$ cat src/hw/self_prog_pkg.sv
// constants and types for the flash self-programming sequencer
package self_prog_pkg;

  // ****************************************
  // apb register map (byte addresses)
  // ****************************************
  localparam int          ADDR_W       = 8;
  localparam logic [7:0]  OFS_CTRL     = 8'h00;
  localparam logic [7:0]  OFS_PTR_LO   = 8'h04;
  localparam logic [7:0]  OFS_PTR_HI   = 8'h08;
  localparam logic [7:0]  OFS_DATA     = 8'h0C;
  localparam logic [7:0]  OFS_STORE    = 8'h10;
  localparam logic [7:0]  OFS_VECTOR   = 8'h14;

  // ****************************************
  // control/status fields
  // ****************************************
  localparam int          CMD_LSB      = 0;
  localparam int          CMD_W        = 6;
  localparam int          BUSY_BIT     = 6;
  localparam int          IE_BIT       = 7;
  localparam logic [5:0]  CODE_ERASE   = 6'h03;
  localparam logic [5:0]  CODE_LOAD    = 6'h01;
  localparam logic [5:0]  CODE_WRITE   = 6'h05;
  localparam logic [5:0]  CODE_LOCK    = 6'h09;
  localparam logic [5:0]  CODE_REEN    = 6'h11;
  localparam logic [7:0]  CTRL_RESET   = 8'h00;

  // ****************************************
  // pointer layout
  // ****************************************
  localparam int          PTR_W        = 16;
  localparam int          BYTE_SEL_BIT = 0;
  localparam int          WORD_LSB     = 1;
  localparam int          WORD_BITS    = 6;
  localparam int          PAGE_WORDS   = 64;
  localparam int          PAGE_LSB     = WORD_LSB + WORD_BITS;
  localparam int          PAGE_BITS    = PTR_W - PAGE_LSB;
  localparam logic [15:0] ERASED_WORD  = 16'hFFFF;

  // ****************************************
  // reset vectors and first page of the no-read-while-write section
  // ****************************************
  localparam logic [14:0] APP_VECTOR   = 15'h0000;
  localparam logic [14:0] BOOT_VECTOR  = 15'h3C00;
  localparam logic [8:0]  NO_READ_WHILE_WRITE_SECTION_PAGE    = 9'h0E0;

  // ****************************************
  // timing
  // ****************************************
  localparam int          CLK_NS       = 50;
  localparam int          ARM_CYCLES   = 4;
  localparam int          PROG_MIN_NS  = 3700000;
  localparam int          PROG_MAX_NS  = 4500000;
  localparam int          PROG_MIN_CYC = (PROG_MIN_NS + CLK_NS - 1) / CLK_NS;
  localparam int          PROG_MAX_CYC = PROG_MAX_NS / CLK_NS;

  typedef enum logic [1:0] {ST_IDLE, ST_ARMED, ST_PROG} state_type;
  typedef enum logic [1:0] {K_ERASE, K_LOAD, K_WRITE, K_LOCK} kind_type;

endpackage

$ cat src/hw/flash_self_program_sequencer.sv
// flash self-programming sequencer with apb register access
//
// Local design decisions: the register addresses and the APB interface to the registers.
`timescale 1ns/100ps

module flash_self_program_sequencer
  import self_prog_pkg::*;
#(
  parameter int unsigned PROG_CYCLES = PROG_MIN_CYC
) (
  // clock and reset
  input  wire logic                 CLK_SYS,
  input  wire logic                 SYS_RST,
  // apb slave
  input  wire logic                 PSEL,
  input  wire logic                 PENABLE,
  input  wire logic                 PWRITE,
  input  wire logic [ADDR_W-1:0]    PADDR,
  input  wire logic [31:0]          PWDATA,
  output logic                      PREADY,
  output logic [31:0]               PRDATA,
  output logic                      PSLVERR,
  // fuse and eeprom status
  input  wire logic                 BOOT_RST_FUSE,
  input  wire logic                 EE_WRITE,
  // cpu side
  output logic [14:0]               RESET_VECTOR,
  output logic                      CPU_HALT,
  output logic                      RWW_READ_BLOCK,
  output logic                      READY_IRQ,
  output logic [14:0]               LOAD_WORD_ADDR,
  output logic                      LOAD_HI_BYTE,
  // flash array side
  output logic                      FLASH_ERASE,
  output logic                      FLASH_WRITE,
  output logic [PAGE_BITS-1:0]      FLASH_PAGE,
  input  wire logic [WORD_BITS-1:0] FLASH_BUF_IDX,
  output logic [15:0]               FLASH_BUF_DATA,
  output logic                      LOCK_WRITE,
  output logic [7:0]                LOCK_DATA
);

  localparam int CNT_W = $clog2(PROG_CYCLES + 1);

  // ****************************************
  // state
  // ****************************************
  state_type              state_r;
  kind_type               kind_r;
  logic [2:0]             arm_cnt_r;
  logic [CNT_W-1:0]       prog_cnt_r;
  logic [7:0]             ptr_lo_r;
  logic [7:0]             ptr_hi_r;
  logic [15:0]            data_r;
  logic                   ie_r;
  logic                   busy_r;
  logic [PAGE_BITS-1:0]   page_r;
  logic [PAGE_WORDS-1:0]  loaded_r;
  logic [15:0]            buf_r [PAGE_WORDS];
  logic                   pready_r;
  logic [31:0]            prdata_r;
  logic                   pslverr_r;
  logic [14:0]            vector_r;
  logic                   halt_r;
  logic                   irq_r;
  logic [14:0]            ld_addr_r;
  logic                   ld_hi_r;
  logic                   erase_r;
  logic                   write_r;
  logic [15:0]            buf_out_r;
  logic                   lock_wr_r;
  logic [7:0]             lock_data_r;

  // ****************************************
  // apb decode
  // ****************************************
  wire                 setup     = PSEL & ~PENABLE;
  wire                 wr_done   = PSEL & PENABLE & pready_r & PWRITE;
  wire                 hit_ctrl  = PADDR == OFS_CTRL;
  wire                 hit_lo    = PADDR == OFS_PTR_LO;
  wire                 hit_hi    = PADDR == OFS_PTR_HI;
  wire                 hit_data  = PADDR == OFS_DATA;
  wire                 hit_store = PADDR == OFS_STORE;
  wire                 hit_vec   = PADDR == OFS_VECTOR;
  wire                 mapped    = hit_ctrl | hit_lo | hit_hi | hit_data
                                   | hit_store | hit_vec;
  wire [PTR_W-1:0]     pointer   = {ptr_hi_r, ptr_lo_r};
  wire [WORD_BITS-1:0] word_idx  = pointer[WORD_LSB +: WORD_BITS];
  wire [PAGE_BITS-1:0] page_idx  = pointer[PAGE_LSB +: PAGE_BITS];
  wire                 cmd_en    = state_r != ST_IDLE;
  wire [2:0]           armed     = state_r != ST_ARMED ? 3'h0 :
                                   kind_r == K_LOCK    ? 3'h4 :
                                   kind_r == K_WRITE   ? 3'h2 :
                                   kind_r == K_ERASE   ? 3'h1 : 3'h0;
  wire [7:0]           ctrl_rd   = {ie_r, busy_r, 2'b00, armed, cmd_en};
  wire [31:0]          rd_mux    = hit_ctrl ? {24'h000000, ctrl_rd} :
                                   hit_lo   ? {24'h000000, ptr_lo_r} :
                                   hit_hi   ? {24'h000000, ptr_hi_r} :
                                   hit_data ? {16'h0000, data_r} :
                                   hit_vec  ? {17'h00000, vector_r} : 32'h00000000;

  // ****************************************
  // command decode
  // ****************************************
  wire [5:0] code     = PWDATA[CMD_LSB +: CMD_W];
  wire       ctrl_wr  = wr_done & hit_ctrl & (state_r != ST_PROG) & ~EE_WRITE;
  wire       arm_ok   = (code == CODE_ERASE) | (code == CODE_LOAD)
                        | (code == CODE_WRITE) | (code == CODE_LOCK);
  wire       reen_wr  = ctrl_wr & (code == CODE_REEN);
  wire       store    = wr_done & hit_store & (state_r == ST_ARMED);
  wire       prog_go  = store & ((kind_r == K_ERASE) | (kind_r == K_WRITE));
  wire       prog_end = (state_r == ST_PROG)
                        & (prog_cnt_r == CNT_W'(PROG_CYCLES - 1));
  wire       buf_wr   = store & (kind_r == K_LOAD);
  wire       buf_clr  = SYS_RST | reen_wr | EE_WRITE
                        | (prog_end & (kind_r == K_WRITE));
  wire       arm_end  = (state_r == ST_ARMED) & ~store
                        & (arm_cnt_r == 3'(ARM_CYCLES - 1));
  wire       in_no_read_while_write_section  = page_r >= NO_READ_WHILE_WRITE_SECTION_PAGE;

  // ****************************************
  // apb response
  // ****************************************
  always_ff @(posedge CLK_SYS) begin
    if (SYS_RST) begin
      pready_r  <= 1'b0;
      prdata_r  <= 32'h00000000;
      pslverr_r <= 1'b0;
    end else begin
      pready_r  <= setup;
      prdata_r  <= setup & ~PWRITE ? rd_mux : 32'h00000000;
      pslverr_r <= setup & ~mapped;
    end
  end

  // ****************************************
  // software visible registers
  // ****************************************
  always_ff @(posedge CLK_SYS) begin
    if (SYS_RST) begin
      ptr_lo_r <= 8'h00;
      ptr_hi_r <= 8'h00;
      data_r   <= 16'h0000;
      ie_r     <= CTRL_RESET[IE_BIT];
    end else begin
      if (wr_done & hit_lo)
        ptr_lo_r <= PWDATA[7:0];
      if (wr_done & hit_hi)
        ptr_hi_r <= PWDATA[7:0];
      if (wr_done & hit_data)
        data_r <= PWDATA[15:0];
      if (ctrl_wr)
        ie_r <= PWDATA[IE_BIT];
    end
  end

  // ****************************************
  // sequencer
  // ****************************************
  always_ff @(posedge CLK_SYS) begin
    if (SYS_RST) begin
      state_r    <= ST_IDLE;
      kind_r     <= K_LOAD;
      arm_cnt_r  <= 3'h0;
      prog_cnt_r <= '0;
      page_r     <= '0;
    end else begin
      unique case (state_r)
        ST_IDLE, ST_ARMED: begin
          arm_cnt_r <= arm_cnt_r + 3'h1;
          if (ctrl_wr & arm_ok) begin
            state_r   <= ST_ARMED;
            arm_cnt_r <= 3'h0;
            kind_r    <= code == CODE_ERASE ? K_ERASE :
                         code == CODE_WRITE ? K_WRITE :
                         code == CODE_LOCK  ? K_LOCK  : K_LOAD;
          end else if (ctrl_wr | arm_end) begin
            state_r <= ST_IDLE;
          end else if (prog_go) begin
            state_r    <= ST_PROG;
            prog_cnt_r <= '0;
            page_r     <= page_idx;
          end else if (store) begin
            state_r <= ST_IDLE;
          end
        end
        ST_PROG: begin
          prog_cnt_r <= prog_cnt_r + CNT_W'(1);
          if (prog_end)
            state_r <= ST_IDLE;
        end
      endcase
    end
  end

  // ****************************************
  // section busy flag
  // ****************************************
  always_ff @(posedge CLK_SYS) begin
    if (SYS_RST)
      busy_r <= 1'b0;
    else if (prog_go)
      busy_r <= 1'b1;
    else if (reen_wr)
      busy_r <= 1'b0;
  end

  // ****************************************
  // temporary page buffer
  // ****************************************
  for (genvar g = 0; g < PAGE_WORDS; g++) begin : g_buf
    always_ff @(posedge CLK_SYS) begin
      if (buf_clr) begin
        loaded_r[g] <= 1'b0;
      end else if (buf_wr & (word_idx == WORD_BITS'(g)) & ~loaded_r[g]) begin
        loaded_r[g] <= 1'b1;
        buf_r[g]    <= data_r;
      end
    end
  end

  // ****************************************
  // output registers
  // ****************************************
  always_ff @(posedge CLK_SYS) begin
    if (SYS_RST) begin
      vector_r    <= APP_VECTOR;
      halt_r      <= 1'b0;
      irq_r       <= 1'b0;
      ld_addr_r   <= 15'h0000;
      ld_hi_r     <= 1'b0;
      erase_r     <= 1'b0;
      write_r     <= 1'b0;
      buf_out_r   <= ERASED_WORD;
      lock_wr_r   <= 1'b0;
      lock_data_r <= 8'h00;
    end else begin
      vector_r    <= BOOT_RST_FUSE ? APP_VECTOR : BOOT_VECTOR;
      halt_r      <= (state_r == ST_PROG) & in_no_read_while_write_section;
      irq_r       <= ie_r & ~cmd_en;
      ld_addr_r   <= pointer[PTR_W-1:WORD_LSB];
      ld_hi_r     <= pointer[BYTE_SEL_BIT];
      erase_r     <= (state_r == ST_PROG) & (kind_r == K_ERASE);
      write_r     <= (state_r == ST_PROG) & (kind_r == K_WRITE);
      buf_out_r   <= loaded_r[FLASH_BUF_IDX] ? buf_r[FLASH_BUF_IDX] : ERASED_WORD;
      lock_wr_r   <= store & (kind_r == K_LOCK);
      lock_data_r <= data_r[7:0];
    end
  end

  assign PREADY         = pready_r;
  assign PRDATA         = prdata_r;
  assign PSLVERR        = pslverr_r;
  assign RESET_VECTOR   = vector_r;
  assign CPU_HALT       = halt_r;
  assign RWW_READ_BLOCK = busy_r;
  assign READY_IRQ      = irq_r;
  assign LOAD_WORD_ADDR = ld_addr_r;
  assign LOAD_HI_BYTE   = ld_hi_r;
  assign FLASH_ERASE    = erase_r;
  assign FLASH_WRITE    = write_r;
  assign FLASH_PAGE     = page_r;
  assign FLASH_BUF_DATA = buf_out_r;
  assign LOCK_WRITE     = lock_wr_r;
  assign LOCK_DATA      = lock_data_r;

endmodule

$ cat config.mk
export PLATFORM = sky130hd
export DESIGN_NAME = flash_self_program_sequencer
export DESIGN_NICKNAME = d
export VERILOG_FILES = /design/src/hw/self_prog_pkg.sv /design/src/hw/flash_self_program_sequencer.sv
export SDC_FILE = /design/constraint.sdc
export NUM_CORES = 1
export LEC_CHECK = 0
export BUFFER_PORTS_ARGS = -buffer_cell sky130_fd_sc_hd__buf_2
export CELL_PAD_IN_SITES_DETAIL_PLACEMENT = 0
export CELL_PAD_IN_SITES_GLOBAL_PLACEMENT = 1
export CORE_ASPECT_RATIO = 1.1
export CORE_UTILIZATION = 50
export DETAILED_ROUTE_END_ITERATION = 6
export PLACE_DENSITY = 0.7
export SYNTH_ARGS = -nofsm -noshare
export SYNTH_HDL_FRONTEND = slang
export SYNTH_SLANG_ARGS = --single-unit
$ cat constraint.sdc
create_clock -name CLK_SYS -period 4.69 [get_ports CLK_SYS]
set_clock_uncertainty 0.05 [all_clocks]
set_input_delay 0.7035 -clock CLK_SYS [delete_from_list [all_inputs] [get_ports CLK_SYS]]
set_output_delay 0.7035 -clock CLK_SYS [all_outputs]
set_load 0.005 [all_outputs]
* Word-level counts from Yosys, hierarchy flattened
Memories as Yosys holds them, arrays and structs flattened. A register that Yosys moved wholly into a read port is not among the register bits.
Cells that the tools add are included.
** Storage, ports and cells
- Register bits :: 209
- RAM bits :: 1024
- Output and inout port bits :: 104
- Word-level logic and storage cells :: 911
- Memories :: 1
** Memory list
- buf_r :: depth 64, width 16, read ports 1, clocked after memory_dff 1, write ports 1, line flash_self_program_sequencer.sv:59 : logic [15:0] buf_r [PAGE_WORDS];
** Operators by class
- Add/sub/neg operators :: 2
- Magnitude comparators :: 2
- Eq/ne operators :: 87
- Muxes and demuxes :: 409
- Bitwise operators :: 242
- Reductions and logical operators :: 79
** Operator list (number)
- $mux W16 :: 64
- $reduce_or A16 Y1 :: 63
- $mux W6 :: 63
- $mux W1 :: 259
- $eq A6 B6 Y1 const B :: 32
- $and A1 B1 Y1 :: 155
- $eq A6 B5 Y1 const B :: 17
- $not A1 Y1 :: 74
- $eq A6 B4 Y1 const B :: 9
- $mux W17 :: 3
- $pmux W17 S2 :: 1
- $eq A6 B3 Y1 const B :: 5
- $mux W8 :: 3
- $eq A6 B2 Y1 const B :: 3
- $mux W2 :: 9
- $add A17 B1 Y17 const B :: 1
- $eq A17 B17 Y1 const B :: 1
- $eq A8 B4 Y1 const B :: 2
- $eq A8 B5 Y1 const B :: 2
- $mux W15 :: 1
- $mux W14 :: 1
- $or A1 B1 Y1 :: 13
- $eq A6 B1 Y1 const B :: 2
- $ne A2 B2 Y1 const B :: 5
- other kinds (23) :: 33

* Logic depth before layout (Yosys ltp)
Gate-level depths: netlist of run 1.
- Word-level depth :: 76
- Depth in mapped cells :: 9

* Worst setup path after synthesis of run 1
No wires, ideal clock.
- Path kind :: input to register
- Start :: input port PADDR[5]
- End :: memory buf_r[43][0], enable pin
- Setup time :: 0.409 ns
- Arrival time :: 3.673 ns
- Slack :: 0.557 ns
- Stages :: 8
- Buffers on the path :: 3
- Cells stage by stage :: or3_1 buf_2 or4_4 buf_6 nor4_1 nand4_2 buf_4 nor3_1
** Between the ends
- Word-level cells in the longest chain between the ends :: 74
- Elaborated cells between the ends (all ways) :: 521
- Classes of those cells :: eq/ne: 1; mux: 318; bitwise: 138; reduce/logical: 64
** RTL lines
- start, declared :: line flash_self_program_sequencer.sv:18 : input wire logic [ADDR_W-1:0] PADDR,
- $logic_not A8 Y1 :: line flash_self_program_sequencer.sv:79 : wire hit_ctrl = PADDR == OFS_CTRL;
- $and A1 B1 Y1 (3 in a row) :: line flash_self_program_sequencer.sv:106 : wire ctrl_wr = wr_done & hit_ctrl & (state_r != ST_PROG) & ~EE_WRITE;
- $and A1 B1 Y1 :: line flash_self_program_sequencer.sv:109 : wire reen_wr = ctrl_wr & (code == CODE_REEN);
- $or A1 B1 Y1 (2 in a row) :: line flash_self_program_sequencer.sv:115 : wire buf_clr = SYS_RST | reen_wr | EE_WRITE
- $or A1 B1 Y1 :: line flash_self_program_sequencer.sv:116 : | (prog_end & (kind_r == K_WRITE));
- $mux W1 :: line flash_self_program_sequencer.sv:213 : if (buf_clr) begin
- $mux W1 (not written as such) :: line flash_self_program_sequencer.sv:217 : buf_r[g] <= data_r;
- $reduce_or A16 Y1 (no line)
- $mux W6 (no line) / $mux W1 (equally long branches) (63 in a row)
- end, declared :: line flash_self_program_sequencer.sv:59
Parallel ways exist; a longest one is shown, timed or not.

* Worst setup path after layout of run 1
- Start :: register prog_cnt_r[13]
- End :: memory buf_r[57][11], enable pin
** Between the ends
- Word-level cells in the longest chain between the ends :: 70
- Elaborated cells between the ends (all ways) :: 321
- Classes of those cells :: eq/ne: 1; mux: 254; bitwise: 3; reduce/logical: 63
** RTL lines
- start, declared :: line flash_self_program_sequencer.sv:51 : logic [CNT_W-1:0] prog_cnt_r;
- start signal, assigned :: line flash_self_program_sequencer.sv:188 : prog_cnt_r <= prog_cnt_r + CNT_W'(1);
- $eq A17 B17 Y1 (*) :: line flash_self_program_sequencer.sv:113 : & (prog_cnt_r == CNT_W'(PROG_CYCLES - 1));
- $and A1 B1 Y1 (*) :: line flash_self_program_sequencer.sv:113
- $and A1 B1 Y1 (*) :: line flash_self_program_sequencer.sv:116
- $or A1 B1 Y1 (*) :: line flash_self_program_sequencer.sv:116
- $mux W1 :: line flash_self_program_sequencer.sv:213
- $mux W1 (not written as such) :: line flash_self_program_sequencer.sv:217
- $reduce_or A16 Y1 (no line)
- $mux W6 (no line) / $mux W1 (equally long branches) (63 in a row)
Mark *: on every way between the ends. The rest lies on a longest branch, timed or not.

==> metrics.txt, run 1 <==
status complete, no violations; Crit. End Element flip-flop; CP max FO 32; Clock transition at path regs 60 ps; # setup viols final 0; hpwl dp 66800 µm; maxcap violations 0; RSZ-0062 raised after global routing false; Compound-Gate Fraction of Synth Area 5.24%; FMAX 0.270 GHz; H-tree levels 3; Hold Crit Class in -> reg; Static Leak 15.4 nW; global-route wire length before repair 164000 µm; leading area contributor after synthesis edfxtp_1; most frequent cells after synthesis 1024 x edfxtp_1, 272 x mux4_2, 195 x dfxtp_1; port bufs 113; Synth Flop Type edfxtp_1; share of cells above drive strength 1 27.9%; vias in the first global route 24804; Non-Filler Instances 4033; switching power 4.41 mW; Worst slew margin 5.17%; post-route ant nets 0; sequential share of the synthesized area 74.3%; clock share of power 42.7%; chip height 322 µm; Placed Cells 3810; row cnt 117; CTS Buffer Depth 3; core box area 92500 µm²; DRC viols 0; Tightest Pin Transition 1420 ps; total iterations of the first detailed-routing run 6; period utilisation layout 78.9%; CTS tree built; syn avg cell area 18.7 µm²; die area 94500 µm²; CTS resizes 0; Power per Cell Area 403 nW/µm²; # nets final 2736; Final Slew Violations 0; number of DRC markers in iteration 0 2562; num ports 157; Synth async-reset ratio 0%; sequential power share 54.1%; number of clock sinks 1219; Post-CTS Repair Setup Buffers 0; Via density 6.07; CP most frequent cell buf_4; hold_buf cts 0; most numerous cell in the Yosys netlist edfxtp_1; Area Growth Syn to Fin 14.0%; total gr overflow 0; crit path kind reg -> reg; Synth cell types 58; shortest period the worst path allows 3700 ps; Comb power frac 3.2%; initial antenna violation count 5; YS warnings 0; Die Wd 293 µm; largest family of logic cells by synthesized area multiplexers; GR Util All Layers 23.7%; clk_lat worst skew 710 ps; CP Cell Sequence or4b_1, or3_1, or4_1, nand4_2, buf_4, nor3_2, buf_4; Worst EP arrival 4070 ps; post-synthesis xor/xnor area fraction 0.0563%; top cell type's share of synthesized area 65.9%; Via Count 24474; Post-synth EDFFs 1024; Synth Area in Simple Gates 4.78%; peak supply drop 0.312 mV; final RePlAce weighted congestion 0.817; WL per Instance 27.5 µm; top cells by area, synth edfxtp_1 66%, mux4_2 13%, dfxtp_1 8.4%, a22oi_1 2.7%, nand2_1 1.2%; setup TNS 0 ps; CP Launch Type flip-flop; Mapped Area 46700 µm²; Final Hold Viols 0; Worst path slowest cell or4_1; Switching Fraction 20.6%; multiplexer share of the synthesized area 13.5%; CTS Root Cell clkbuf_16; Pwr Total 21.4 mW; Int Pwr 17.0 mW; Required @ worst endpoint 5060 ps; synthesized flop and latch total 1219; initial core utilization 50.4%; crit-path max cell delay 970 ps; CTS Buf Count 117; largest net degree at the start of global routing 78; Synth Area in Adders 0.102%; final wirelength 111000 µm; Synth Instances 2491
[critical path, delay by kind of cell, from the launching register on]
kind / cells / cell delay, ps
and+or+nand+nor: 5 / 2180
buffers and inverters: 2 / 700
DFF: 1 / 440
[registers in the layout, summed over array words and instances (netlist names), 9 cells and up]
name            flops
prog_cnt_r         17
buf_r            1024
PRDATA             16
FLASH_PAGE          9
data_r             16
FLASH_BUF_DATA     16
LOAD_WORD_ADDR     15
loaded_r           64
[kinds of logic (layout without fill, tap and decap cells)]
kind of cell / count (synthesis) / after routing
xor gates and xnor gates: 3 / 3
other: 1 / 28
muxes: 290 / 290
and+or+nand+nor: 442 / 442
buffers and inverters: 196 / 462
adders and majority gates: 4 / 4
DFF: 1219 / 1219
AOI/OAI and AO/OA: 336 / 336
[cells in the final DEF, fill, tap and decap left out, types with 16 or more instances in the layout]
cell type  Yosys  layout
a21oi_1       64      64
a22oi_1      165     165
buf_2         28     110
buf_4         33     108
clkbuf_1      85      33
clkbuf_16      0     117
clkinv_1       0      27
conb_1         1      27
dfxtp_1      195     179
dfxtp_2        0      16
edfxtp_1    1024    1024
mux2i_1       18      18
mux4_2       272     272
nand2_1      154     154
nand3_1       37      37
nand4_1       28      28
nor2_1        41      40
nor2b_1       37      35
nor3_2         0      64
o2bb2ai_1     46      46
[layout make-up]
type	count	area, µm²
tap	1249	1560
sequential	1219	34700
clock buffer	157	3150
multi-input combinational	1102	11500
timing repair buffer	234	1670
inverter	6	22.5
fill	6979	39300
antenna	1	2.50
clock inverter	65	583
[power groups by stage]
stage	registers [mW]	clock network [mW]	logic, mW
after floorplan	11.8	0	0.445
after global placement	11.8	0	0.692
after detailed placement	11.8	0	0.695
after CTS	11.6	9.27	0.696
after global routing	11.6	9.70	0.734
final	11.6	9.13	0.689
[worst paths after layout]
check                                                 start                           to  slack [ps]  cells after the start
worst max-delay path            prog_cnt_r[13]$_SDFFE_PP0P_      buf_r[57][11]$_DFFE_PP_         990                      7
worst min-delay path                          BOOT_RST_FUSE  RESET_VECTOR[12]$_SDFF_PP0_         110                      2
worst max register to register  prog_cnt_r[13]$_SDFFE_PP0P_      buf_r[57][11]$_DFFE_PP_         990                      7
worst min register to register   FLASH_PAGE[2]$_SDFFE_PP0P_   FLASH_PAGE[2]$_SDFFE_PP0P_         400                      2
[through the flow]
step | instance area (µm²) | hold slack [ps] | setup slack, ps | utilization (%)
2_1_floorplan | 46800 | 395 | 557 | -
3_3_place_gp | 49400 | 392 | 943 | 53.4
3_5_place_dp | 49400 | 396 | 890 | 53.4
4_1_cts | 53200 | 78.0 | 996 | 57.5
5_1_grt | 53200 | 101 | 875 | 57.5
6_report | 53200 | 108 | 990 | 57.5
[per-layer routing]
layer	vias to the layer above	wire [µm]	global-route usage [%]
met5	-	14	0
li1	10534	-	-
met1	12859	45500	32.6
met4	4	2320	6.19
met2	916	54300	38.4
met3	161	8650	5.41
Note: power is estimated with default switching activity, not from simulation.
==> inputs of run 2 (changes only) <==
--- a/config.mk
+++ b/config.mk
@@ -9,9 +9,9 @@
 export CELL_PAD_IN_SITES_DETAIL_PLACEMENT = 0
 export CELL_PAD_IN_SITES_GLOBAL_PLACEMENT = 1
 export CORE_ASPECT_RATIO = 1.1
-export CORE_UTILIZATION = 50
+export CORE_UTILIZATION = 49
 export DETAILED_ROUTE_END_ITERATION = 6
-export PLACE_DENSITY = 0.7
+export PLACE_DENSITY = 0.72
 export SYNTH_ARGS = -nofsm -noshare
 export SYNTH_HDL_FRONTEND = slang
 export SYNTH_SLANG_ARGS = --single-unit
==> constraint.sdc (replaced) <==
create_clock -name CLK_SYS -period 3.4 [get_ports CLK_SYS]
set_clock_uncertainty 0.05 [all_clocks]
set_input_delay 0.51 -clock CLK_SYS [delete_from_list [all_inputs] [get_ports CLK_SYS]]
set_output_delay 0.51 -clock CLK_SYS [all_outputs]
set_load 0.005 [all_outputs]
==> run 2 against run 1 <==
Net effect: clock-buffer cell count fell by 4; die area increased by 2.0%; critical path depth stayed put; fmax increased by 20%; non-clock buffer count grew 54; largest cell class unchanged; largest power group unchanged.
==> metrics.txt, run 2 (synthesized netlist as in run 1, its figures left out) <==
core box area 94200 µm²; # nets final 2789; share of cells above drive strength 1 29.3%; CP most frequent cell buf_4; WL per Instance 27.7 µm; crit path kind reg -> reg; Post-CTS Repair Setup Buffers 0; CP max FO 46; Non-Filler Instances 4093; register name with the most flops buf_r; CTS Buf Count 116; largest registers buf_r: 1024 flops, loaded_r: 64 flops, prog_cnt_r: 17 flops; global-route wire length before repair 168000 µm; Static Leak 15.9 nW; shortest period the worst path allows 3100 ps; final RePlAce weighted congestion 0.925; number of clock sinks 1219; Via Count 24796; status complete, no violations; # setup viols final 0; Die Wd 296 µm; final wirelength 113000 µm; GR Util All Layers 23.9%; Area Growth Syn to Fin 17.8%; CTS tree built; placed instance area 51000 µm²; most common cell after layout, fill and taps aside edfxtp_1; CP Buf/Inv Count 2; Crit. End Element flip-flop; vias in the first global route 25165; H-tree levels 3; Required @ worst endpoint 3900 ps; largest net degree at the start of global routing 66; total gr overflow 0; chip height 326 µm; num ports 157; post-route ant nets 0; total iterations of the first detailed-routing run 7; CP top delay family simple AND/OR/NAND/NOR gates; setup TNS 0 ps; hold_buf cts 9; crit-path max cell delay 650 ps; initial core utilization 49.5%; Via density 6.06; Worst slew margin 26.9%; number of flip-flops in the largest register 1024; die area 96500 µm²; Final Slew Violations 0; Placed Cells 3866; row cnt 118; CTS Buffer Depth 3; RSZ-0062 raised after global routing false; maxcap violations 0; port bufs 113; initial antenna violation count 3; Worst EP arrival 3600 ps; Hold Crit Class in -> reg; CP Cell Sequence or4b_1, or3_1, or4_1, buf_4, and3_1, buf_4, o2bb2ai_1; Pwr Total 30.1 mW; DRC viols 0; commonest non-fill, non-tap cells in the layout 1024 x edfxtp_1, 272 x mux4_2, 179 x dfxtp_1; peak supply drop 0.414 mV; period utilisation layout 91.0%; Clock transition at path regs 60 ps; number of DRC markers in iteration 0 2608; clk_lat worst skew 710 ps; CP Launch Type flip-flop; pre-CTS WS 100 ps; # diodes 0; final core utilization 58.4%; final worst setup slack 305 ps; Tightest Pin Transition 1100 ps; Power per Cell Area 548 nW/µm²; Worst path slowest cell or4_1; final hold slack 34.9 ps; Final Hold Viols 0; CTS resizes 0; Filler cells 6992; Finished Cell Area 55000 µm²; FMAX 0.323 GHz; CTS Root Cell clkbuf_16; hpwl dp 73200 µm
-- run 2: report_power, final --
part           total (mW)  switching, mW  internal, mW
Sequential           16.0        0.00798          16.0
Combinational        1.00          0.609         0.396
Clock                13.1           5.45          7.68
Total                30.1           6.07          24.0
-- run 2: layout make-up --
type / count / area (µm²) / area share, %
inverter: 6 / 22.5 / 0.0410
clock inverter: 65 / 732 / 1.33
timing repair buffer: 288 / 3000 / 5.46
sequential: 1219 / 34700 / 63.1
clock buffer: 153 / 3170 / 5.76
tap: 1260 / 1580 / 2.87
multi-input combinational: 1102 / 11800 / 21.5
-- run 2: routing by layer --
layer  routed length (µm)  GRT usage (%)  share of wire [%]
met5                   13              0              0.011
met4                 3380           8.11                3.0
met3                 7160           3.27                6.3
met2                57700           39.9                 51
met1                45100           32.5                 40
-- run 2: worst paths after layout --
| check | from | endpoint | slack [ps] | depth (start not counted) |
|---|---|---|---|---|
| setup / recovery | prog_cnt_r[13]$_SDFFE_PP0P_ | loaded_r[33]$_SDFFE_PP0P_ | 300 | 7 |
| hold / removal | PWDATA[6] | data_r[6]$_SDFFE_PP0P_ | 30 | 3 |
| setup reg to reg | prog_cnt_r[13]$_SDFFE_PP0P_ | loaded_r[33]$_SDFFE_PP0P_ | 300 | 7 |
| hold reg to reg | FLASH_PAGE[0]$_SDFFE_PP0P_ | FLASH_PAGE[0]$_SDFFE_PP0P_ | 410 | 2 |
-- run 2: worst min-delay path: cells and delay by family --
family / cells / cell delay [ps]
buf+inv: 1 / 120
compound gates: 1 / 50
simple gates: 1 / 60
